--- src/hdl/wfc_pkg.sv ---
// Package: register map and constants of the wake-up factor controller
package wfc_pkg;
    // ----------------------------------------------------------------
    // Register offsets (byte addresses)
    // ----------------------------------------------------------------
    localparam logic [7:0] WFC_OFS_FLAGS_LOW = 8'h00;
    localparam logic [7:0] WFC_OFS_MASK_LOW = 8'h04;
    localparam logic [7:0] WFC_OFS_CLEAR_LOW = 8'h08;
    localparam logic [7:0] WFC_OFS_FLAGS_MID = 8'h10;
    localparam logic [7:0] WFC_OFS_MASK_MID = 8'h14;
    localparam logic [7:0] WFC_OFS_CLEAR_MID = 8'h18;
    localparam logic [7:0] WFC_OFS_FLAGS_HIGH = 8'h20;
    localparam logic [7:0] WFC_OFS_MASK_HIGH = 8'h24;
    localparam logic [7:0] WFC_OFS_CLEAR_HIGH = 8'h28;
    localparam logic [7:0] WFC_OFS_STATUS = 8'h30;
    // ----------------------------------------------------------------
    // Reset values
    // ----------------------------------------------------------------
    localparam logic [31:0] WFC_FLAGS_RST = 32'h0000_0000;
    localparam logic [31:0] WFC_MASK_RST = 32'hFFFF_FFFF;
    // ----------------------------------------------------------------
    // Group indices and status field positions
    // ----------------------------------------------------------------
    localparam int WFC_GRP_LOW = 0;
    localparam int WFC_GRP_MID = 1;
    localparam int WFC_GRP_HIGH = 2;
    localparam int WFC_NUM_GRP = 3;
    localparam int WFC_STAT_WAKE_BIT = 0;
    localparam int WFC_STAT_DEEP_BIT = 1;
    // Bus receive inputs sit in low group bits 23..28
    localparam int WFC_BUS_RX_LSB = 23;
    localparam int WFC_BUS_RX_NUM = 6;
endpackage : wfc_pkg

--- src/hdl/wfc_top.sv ---
// Module: wake-up factor controller with APB register access
// ----------------------------------------------------------------
// Notes on behaviour
// Either system or power-up reset initialises the block and registers.
// Wake events end power save, managed in low, middle, high groups.
// Each group has a 32-bit factor register, one event per bit.
// Each group has a 32-bit mask register aligned with factor bits.
// Each group has a 32-bit clear register aligned with factor bits.
// Each event has one fixed position in factor, mask and clear.
// Bus receive inputs may wake from deep stop despite controllers off.
// Software uses external interrupt input for serial receive wake-up.
// Each event enabled separately; only enabled events end stand-by.
// Factor bit set on event, held until software writes one to clear.
// ----------------------------------------------------------------
//
// The APB interface to the registers and the register offsets were decided locally.
module wfc_top
    import wfc_pkg::*;
(
    input wire logic core_clk,
    input wire logic nrst,
    input wire logic system_reset,
    input wire logic power_up_reset,
    input wire logic deep_stop_mode,
    input wire logic [31:0] wake_events_low,
    input wire logic [31:0] wake_events_mid,
    input wire logic [31:0] wake_events_high,
    input wire logic [WFC_BUS_RX_NUM-1:0] bus_receive_input,
    input wire logic psel,
    input wire logic penable,
    input wire logic pwrite,
    input wire logic [7:0] paddr,
    input wire logic [31:0] pwdata,
    output logic [31:0] prdata,
    output logic pready,
    output logic pslverr,
    output logic wake_request
);
    // ----------------------------------------------------------------
    // Reset combination and bus decode
    // ----------------------------------------------------------------
    logic rst_n;
    logic wr_acc;
    logic rd_acc;
    logic hit;
    logic [31:0] clr_low;
    logic [31:0] clr_mid;
    logic [31:0] clr_high;
    logic [31:0] ev_low;
    logic [31:0] flags_low;
    logic [31:0] flags_mid;
    logic [31:0] flags_high;
    logic [31:0] mask_low;
    logic [31:0] mask_mid;
    logic [31:0] mask_high;
    logic wake_low;
    logic wake_mid;
    logic wake_high;
    logic [31:0] rdata_nxt;

    // Either reset initialises everything: flags and wake request cleared, masks set to all ones
    assign rst_n = nrst && !system_reset && !power_up_reset;

    function automatic logic is_reg(input logic [7:0] a, input logic [7:0] o);
        is_reg = (a == o);
    endfunction : is_reg

    assign wr_acc = psel && penable && pwrite;
    assign rd_acc = psel && !penable && !pwrite;
    assign hit = is_reg(paddr, WFC_OFS_FLAGS_LOW)
        || is_reg(paddr, WFC_OFS_MASK_LOW)
        || is_reg(paddr, WFC_OFS_CLEAR_LOW)
        || is_reg(paddr, WFC_OFS_FLAGS_MID)
        || is_reg(paddr, WFC_OFS_MASK_MID)
        || is_reg(paddr, WFC_OFS_CLEAR_MID)
        || is_reg(paddr, WFC_OFS_FLAGS_HIGH)
        || is_reg(paddr, WFC_OFS_MASK_HIGH)
        || is_reg(paddr, WFC_OFS_CLEAR_HIGH)
        || is_reg(paddr, WFC_OFS_STATUS);

    // Clear registers are write-one pulses, they store nothing
    assign clr_low = (wr_acc && is_reg(paddr, WFC_OFS_CLEAR_LOW))
        ? pwdata : 32'h0000_0000;
    assign clr_mid = (wr_acc && is_reg(paddr, WFC_OFS_CLEAR_MID))
        ? pwdata : 32'h0000_0000;
    assign clr_high = (wr_acc && is_reg(paddr, WFC_OFS_CLEAR_HIGH))
        ? pwdata : 32'h0000_0000;

    // ----------------------------------------------------------------
    // Event routing
    // ----------------------------------------------------------------
    // Receive pins stay live while their controllers are powered down
    always_comb
    begin
        ev_low = wake_events_low;
        ev_low[WFC_BUS_RX_LSB +: WFC_BUS_RX_NUM] =
            wake_events_low[WFC_BUS_RX_LSB +: WFC_BUS_RX_NUM]
            | bus_receive_input;
    end

    // Serial receive has no bit; software arms the shared pin interrupt
    // instead.

    // ----------------------------------------------------------------
    // Groups, fixed bit positions in all three registers
    // ----------------------------------------------------------------
    wfc_group #(.WIDTH(32)) u_low (
        .core_clk(core_clk),
        .nrst(rst_n),
        .event_in(ev_low),
        .clear_in(clr_low),
        .mask_we(wr_acc && is_reg(paddr, WFC_OFS_MASK_LOW)),
        .mask_wdata(pwdata),
        .flags_r(flags_low),
        .mask_r(mask_low),
        .wake_nxt(wake_low)
    );

    wfc_group #(.WIDTH(32)) u_mid (
        .core_clk(core_clk),
        .nrst(rst_n),
        .event_in(wake_events_mid),
        .clear_in(clr_mid),
        .mask_we(wr_acc && is_reg(paddr, WFC_OFS_MASK_MID)),
        .mask_wdata(pwdata),
        .flags_r(flags_mid),
        .mask_r(mask_mid),
        .wake_nxt(wake_mid)
    );

    wfc_group #(.WIDTH(32)) u_high (
        .core_clk(core_clk),
        .nrst(rst_n),
        .event_in(wake_events_high),
        .clear_in(clr_high),
        .mask_we(wr_acc && is_reg(paddr, WFC_OFS_MASK_HIGH)),
        .mask_wdata(pwdata),
        .flags_r(flags_high),
        .mask_r(mask_high),
        .wake_nxt(wake_high)
    );

    // ----------------------------------------------------------------
    // Wake request
    // ----------------------------------------------------------------
    always_ff @(posedge core_clk)
    begin
        if (!rst_n)
            wake_request <= 1'b0;
        else
            wake_request <= wake_low || wake_mid || wake_high;
    end

    // ----------------------------------------------------------------
    // APB read path and response
    // ----------------------------------------------------------------
    always_comb
    begin
        rdata_nxt = 32'h0000_0000;
        case (paddr)
            WFC_OFS_FLAGS_LOW: rdata_nxt = flags_low;
            WFC_OFS_MASK_LOW: rdata_nxt = mask_low;
            WFC_OFS_FLAGS_MID: rdata_nxt = flags_mid;
            WFC_OFS_MASK_MID: rdata_nxt = mask_mid;
            WFC_OFS_FLAGS_HIGH: rdata_nxt = flags_high;
            WFC_OFS_MASK_HIGH: rdata_nxt = mask_high;
            WFC_OFS_STATUS:
            begin
                rdata_nxt[WFC_STAT_WAKE_BIT] = wake_request;
                rdata_nxt[WFC_STAT_DEEP_BIT] = deep_stop_mode;
            end
            default: rdata_nxt = 32'h0000_0000;
        endcase
    end

    // Read data captured in setup so it is stable through access
    always_ff @(posedge core_clk)
    begin
        if (!rst_n)
            prdata <= 32'h0000_0000;
        else if (rd_acc)
            prdata <= rdata_nxt;
    end

    // Response one cycle into the access phase
    always_ff @(posedge core_clk)
    begin
        if (!rst_n)
            pready <= 1'b0;
        else
            pready <= psel && !penable;
    end

    always_ff @(posedge core_clk)
    begin
        if (!rst_n)
            pslverr <= 1'b0;
        else
            pslverr <= psel && !penable && !hit;
    end

    a_wake_follow: assert property (@(posedge core_clk) disable iff (!rst_n)
        (flags_low[0] && !mask_low[0]) |-> wake_request)
        else $error("unmasked factor did not raise wake request");
    a_mask_blocks: assert property (@(posedge core_clk) disable iff (!rst_n)
        $rose(wake_request) |-> ((flags_low & ~mask_low) != 0)
        || ((flags_mid & ~mask_mid) != 0)
        || ((flags_high & ~mask_high) != 0))
        else $error("wake request without enabled factor");
    a_rx_wake: assert property (@(posedge core_clk) disable iff (!rst_n)
        bus_receive_input[0] |=> flags_low[WFC_BUS_RX_LSB])
        else $error("bus receive input not recorded");
    a_clear_low: assert property (@(posedge core_clk) disable iff (!rst_n)
        clr_low[5] && !ev_low[5] |=> !flags_low[5])
        else $error("clear write left flag set");
    a_apb_ready: assert property (@(posedge core_clk) disable iff (!rst_n)
        psel && !penable |=> pready) // local APB timing, no rule
        else $error("pready not one cycle after setup");

    c_wake: cover property (@(posedge core_clk) $rose(wake_request));
    c_clear: cover property (@(posedge core_clk) clr_mid != 0);
    c_rx: cover property (@(posedge core_clk) deep_stop_mode
        && bus_receive_input != 0);
endmodule : wfc_top

--- src/hdl/wfc_group.sv ---
// Module: one group of sticky wake-up factor bits with mask
module wfc_group
    import wfc_pkg::*;
#(
    parameter int WIDTH = 32
)
(
    input wire logic core_clk,
    input wire logic nrst,
    input wire logic [WIDTH-1:0] event_in,
    input wire logic [WIDTH-1:0] clear_in,
    input wire logic mask_we,
    input wire logic [WIDTH-1:0] mask_wdata,
    output logic [WIDTH-1:0] flags_r,
    output logic [WIDTH-1:0] mask_r,
    output logic wake_nxt
);
    logic [WIDTH-1:0] flags_nxt;
    logic [WIDTH-1:0] mask_nxt;

    // Set wins over clear so a late event is kept
    assign flags_nxt = (flags_r & ~clear_in) | event_in;

    // ----------------------------------------------------------------
    // Factor and mask storage
    // ----------------------------------------------------------------
    always_ff @(posedge core_clk)
    begin
        if (!nrst)
            flags_r <= WIDTH'(WFC_FLAGS_RST);
        else
            flags_r <= flags_nxt;
    end

    always_ff @(posedge core_clk)
    begin
        if (!nrst)
            mask_r <= WIDTH'(WFC_MASK_RST);
        else if (mask_we)
            mask_r <= mask_wdata;
    end

    // Next mask too, else wake lags a mask write by one cycle
    assign mask_nxt = mask_we ? mask_wdata : mask_r;

    // Mask bit one blocks the factor, same position as the flag
    assign wake_nxt = |(flags_nxt & ~mask_nxt);

    a_set_wins: assert property (@(posedge core_clk) disable iff (!nrst)
        event_in[0] |=> flags_r[0])
        else $error("event on bit 0 not recorded");
    a_flag_holds: assert property (@(posedge core_clk) disable iff (!nrst)
        flags_r[0] && !clear_in[0] |=> flags_r[0])
        else $error("flag bit 0 lost without clear");
    a_clear_works: assert property (@(posedge core_clk) disable iff (!nrst)
        clear_in[2] && !event_in[2] |=> !flags_r[2])
        else $error("clear of bit 2 had no effect");
endmodule : wfc_group

--- config.mk ---
export PLATFORM = sky130hd
export DESIGN_NAME = wfc_top
export DESIGN_NICKNAME = d
export VERILOG_FILES = /design/src/hdl/wfc_pkg.sv /design/src/hdl/wfc_top.sv /design/src/hdl/wfc_group.sv
export SDC_FILE = /design/constraint.sdc
export NUM_CORES = 1
export LEC_CHECK = 0
export ABC_AREA = 1
export BUFFER_PORTS_ARGS = -buffer_cell sky130_fd_sc_hd__clkbuf_2
export CAP_MARGIN = 20
export CORE_MARGIN = 5
export CORE_UTILIZATION = 29
export DETAILED_ROUTE_END_ITERATION = 16
export SETUP_SLACK_MARGIN = 0.05
export SLEW_MARGIN = 40
export SYNTH_ARGS = -nofsm -noshare
export SYNTH_HDL_FRONTEND = slang
export SYNTH_SLANG_ARGS = --single-unit
--- constraint.sdc ---
create_clock -name core_clk -period 3 [get_ports core_clk]
set_clock_uncertainty 0.1 [all_clocks]
set_input_delay 0.45 -clock core_clk [delete_from_list [all_inputs] [get_ports core_clk]]
set_output_delay 0.45 -clock core_clk [all_outputs]
set_load 0.02 [all_outputs]
## After elaboration in Yosys (flattened, before gate mapping)

Cells that the tools add are included.

- Output and inout port bits: 35
- Register bits after elaboration: 227
- Logic and storage cells: 76
- Bits of input ports: 150

- Bitwise operators: 16
- Equal/unequal tests: 9
- Muxes and demuxes: 8
- Reduce and logical (&&, ||, !) cells: 33

Operators with widths:

| kind | count |
|---|---|
| $and 32x32->32 | 6 |
| $mux 32 | 6 |
| $not 32->32 | 6 |
| $pmux 30 s6 | 1 |
| $or 32x32->32 | 3 |
| $reduce_or 32->1 | 3 |
| $eq 8x6->1 const B | 4 |
| $eq 8x5->1 const B | 3 |
| $pmux 2 s7 | 1 |
| $logic_and 1x1->1 | 13 |
| $logic_or 1x1->1 | 11 |
| $eq 8x3->1 const B | 1 |
| $eq 8x4->1 const B | 1 |
| $logic_not 8->1 | 1 |
| $or 6x6->6 | 1 |
| $logic_not 1->1 | 5 |

## Depth between registers and ports, before layout

- Word-level depth: 12
- Gate-level depth with buffers: 16
- Mapped depth without buffers: 16

## Cells and area by module

A second synthesis with hierarchy kept.

- Cell total of the unflattened synthesis: 2,076
- Area, all modules: 12,464.5 um2

Modules (own cells, without submodules):

| module | cells an instance | seq. area each (um2) | times used | area an instance (um2) |
|---|---|---|---|---|
| wfc_group | 477 | 1,281.2 | 3 | 2,982.9 |
| wfc_top | 645 | 700.7 | 1 | 3,515.9 |

## Least setup slack after synthesis

No wires, ideal clock.

- Path kind: input-to-reg
- From: input port paddr[4]
- To: register wake_request
- Arrival: 1,911 ps
- Library setup time: 128 ps
- Buffers on the path: 2
- Data required time: 2,772 ps
- Stages on the path: 16
- Path slack: 862 ps
- Path through: buf_4 nor2_2 nand2_4 nor2_8 nand2_4 buf_2 nand2_1 o21ai_0 nand2_1 nand2_1 nor2_1 nand2_1 nor2_1 nand3_1 nor2_1 nor2_1

- Word-level cells in the longest chain between the ends: 10
- Elaborated cells on any way between the ends: 38
- Classes of those cells: 6 x eq/ne; 6 x mux; 15 x bitwise; 11 x reduce/logical

Ends and longest elaborated chain:

| element | RTL line | source |
|---|---|---|
| from (decl) | wfc_top.sv:32 | `input wire logic [7:0] paddr,` |
| $eq 8x4->1 or $eq 8x5->1 (tied branches) | wfc_top.sv:65 | `is_reg = (a == o);` |
| $logic_and 1x1->1 (on tied branches) | wfc_top.sv:82, wfc_top.sv:84 |  |
| $mux 32 (on tied branches) | wfc_top.sv:83, wfc_top.sv:85 |  |
| $not 32->32 | wfc_group.sv:22 | `assign flags_nxt = (flags_r & ~clear_in) \| event_in;` |
| $and 32x32->32 | wfc_group.sv:22 |  |
| $or 32x32->32 | wfc_group.sv:22 |  |
| $and 32x32->32 | wfc_group.sv:47 | `assign wake_nxt = \|(flags_nxt & ~mask_nxt);` |
| $reduce_or 32->1 | wfc_group.sv:47 |  |
| $logic_or 1x1->1 | wfc_top.sv:151 | `wake_request <= wake_low \|\| wake_mid \|\| wake_high;` |
| $logic_or 1x1->1 * | wfc_top.sv:151 |  |
| to (signal assigned) | wfc_top.sv:151 |  |
| to (decl) | wfc_top.sv:37 | `output logic wake_request` |

Mark *: on every way between the ends. The rest lies on a longest branch, timed or not.
A chain may end at the register's enable or synchronous reset.

## Worst setup path in the final report

- From: input port paddr[7]
- To: register wake_request

The elaborated chain is that of the path after synthesis.

==> flow_metrics.py <==
metrics = {
    "run_status": {
        "status": "finished clean",
    },
    "sta": {
        "totalNegativeSetupSlack_ns": 0,
        "post-route-period-util_pct": 78.1,
        "worst_slew_pin_slew_ns": 0.808,
        "holdWs_ns": 0.0613,
        "finalHoldViolations": 0,
        "rsz0062_at_grt": "no",
        "drv_slew": 0,
        "maxSlewHeadroom_pct": 46.1,
        "fmax_ghz": 0.427,
        "min_period_ns": 2.34,
        "setup_viol": 0,
    },
    "route": {
        "firstDrtPassIters": 6,
        "num_vias": 11688,
        "wl_per_cell_um": 18.8,
        "drt-vias-per-instance": 5.02,
        "wirelength_um": 43700,
        "ant_nets": 0,
        "route.detailed.drc": 0,
        "drtIter0Drc": 1247,
    },
    "worst_setup_path": {
        "startpoint": "paddr[7]",
        "reg2reg_from": "u_low.mask_r[7]",
        "reg2reg_to": "wake_request",
        "worstSetupPathType": "primary input to register",
        "worstSetupStartpointType": "primary input",
        "worstPathArrival_ns": 2.64,
        "end_kind": "register",
        "cp_max_fo": 20,
        "r2r_slack_ns": 1.36,
        "ff2ff_path_depth": 11,
        "worstPathRequired_ns": 3.30,
    },
    "cells_and_area": {
        "layout.nets": 1947,
        "drive_above_1_share_pct": 16.2,
        "nFillCells": 4013,
        "areaGrowthSynthToFinish_pct": 23.6,
        "diodes": 0,
    },
    "synth": {
        "ys_async_sr_fraction_pct": 0,
        "synth-seq-cells": 227,
        "yosysSeqAreaShare_pct": 41.6,
        "syn-cell-area_um2": 10900,
        "netlist.area_leader.share_pct": 41.6,
        "yosysWarnings": 0,
        "ys_types": 32,
        "synthTopCellsByCount": "nand2_1 (565), inv_1 (228), dfxtp_1 (227)",
        "post-synth-top-count-cell": "nand2_1",
        "syn_area_per_cell_um2": 6.72,
        "synth-edff-count": 0,
        "yosys_most_used_dff": "dfxtp_1",
        "synth_top_cells_by_area": "dfxtp_1 (42%), nand2_1 (19%), inv_1 (7.8%)",
        "synth_fp_nets": 1777,
        "synthCells": 1627,
        "synth_top_cell_by_area": "dfxtp_1",
    },
    "pwr": {
        "vdd_drop_max_mv": 0.420,
        "p_per_area_nw_per_um2": 518,
        "total_power_uw": 7000,
        "leakage_uw": 0.00691,
    },
    "clock_network": {
        "clkTransAtPathRegs_ns": 0.06,
        "numCtsBuffers": 25,
        "cts_resized": 0,
        "ctsHoldBuffers": 0,
        "clock_latency_ns": 0.53,
        "clock_sinks": 227,
        "post_cts_buffers": 0,
        "cts_tree": "done",
        "htree_num_levels": 1,
        "clockRootBuffer": "clkbuf_16",
        "ctsLongestPathBuffers": 3,
    },
    "worst_hold_path": {
        "min_to": "u_high.flags_r[26]",
        "hp-class": "primary input to register",
        "holdPathStages": 3,
        "hp-start": "wake_events_high[26]",
    },
    "global_route": {
        "grt_pass1_wl_um": 65400,
        "grt_start_max_net_pins": 100,
        "grt_pass1_vias": 11173,
        "grt_usage_pct": 20.0,
        "grt_antenna_before_repair": 0,
        "grt.overflow.total": 0,
    },
    "place": {
        "gp_congestion": 0.895,
        "port_buffers": 184,
        "dp_hpwl_um": 30800,
    },
    "floorplanning": {
        "io_pins": 185,
        "dieArea_um2": 41700,
        "die_h_um": 204,
        "fp-row-count": 71,
        "core_area_um2": 37400,
        "start_util_pct": 29.2,
        "die-width_um": 204,
    },
    "flow_run": {
        "cap_violations": 0,
    },
}
==> registers in the layout, indices dropped and copies added (netlist names) <==
signal	count
u_high.mask_r	32
u_high.flags_r	32
u_mid.flags_r	32
pready	1
u_mid.mask_r	32
pslverr	1
prdata	32
u_low.flags_r	32
wake_request	1
u_low.mask_r	32
==> worst max-delay path: stages <==
cell      delay (ns)
clkbuf_2        0.11
nor2_4          0.17
nand2_1         0.15
nor2_4          0.26
buf_4           0.35
nand4_1         0.12
nand2_1         0.10
nand2_1         0.05
nand2_1         0.06
nand2_1         0.07
nor2_1          0.22
nand2_1         0.15
nor2_1          0.12
nand3_1         0.08
nor2_1          0.13
nor2_1          0.04
==> power breakdown <==
group / switching (µW) / total, µW / internal (µW) / leakage (µW)
combinational: 322 / 480 / 158 / 0.00460
sequential: 23.8 / 3080 / 3060 / 0.00184
clock: 1300 / 3440 / 2140 / 0.000462
total: 1650 / 7000 / 5360 / 0.00691
==> cells by family (layout without fill, tap and decap cells) <==
logic type / after synthesis / in the layout / synth area share (%)
compound gates: 368 / 368 / 19.2
buf+inv: 313 / 502 / 11.5
flops: 227 / 227 / 41.6
simple gates: 719 / 719 / 27.7
==> cell type report <==
class                           count  area, µm²  area share [%]
Clock buffer                       38        785            5.81
Clock inverter                      8        144            1.07
Inverter                          230        863            6.39
Multi-Input combinational cell   1087       5160            38.2
Sequential cell                   227       4540            33.6
Tap cell                          511        639            4.73
Timing Repair Buffer              226       1370            10.2
==> per-stage QoR <==
step	area [µm²]	utilization [%]	worst slack (ns)	cells
2_1_floorplan	10900	-	0.862	1627
3_3_place_gp	12600	33.6	0.181	2281
3_5_place_dp	12600	33.6	0.174	2281
4_1_cts	13500	36.1	0.718	2327
5_1_grt	13500	36.1	0.454	2327
6_report	13500	36.1	0.658	2327
==> placed cells by master, fill, tap and decap left out, types with 3 or more instances in the layout <==
master       n
o21bai_1     3
bufinv_16    4
nand2_1    565
nand3_2      3
clkbuf_8    11
a21oi_1    132
nor2_1      46
buf_4       31
nor2_4       5
nor2_2       5
a221oi_1    54
nand4_1     42
o22ai_1     15
o21ai_1     53
clkbuf_16   25
clkinv_2     3
a41oi_1      3
nand3_1     36
o21ai_0    104
nor2_8       3
inv_1      228
nand3b_1     7
dfxtp_1    227
clkbuf_2   184
buf_12      11
==> how the worst max path moves through the flow <==
stage / endpoint / depth (start not counted)
floorplan: wake_request / 16
global placement: wake_request / 16
detailed placement: wake_request / 16
CTS: wake_request / 16
global route: wake_request / 16
finish: wake_request / 16
==> metal layers <==
layer | vias up | wire length [µm] | track usage (%)
li1 | 5600 | - | -
met1 | 5473 | 18500 | 27.6
met2 | 537 | 19900 | 32.3
met3 | 78 | 4010 | 3.82
met4 | 0 | 1240 | 5.41
met5 | - | 0 | 0
Note: power is estimated with default switching activity, not from simulation.
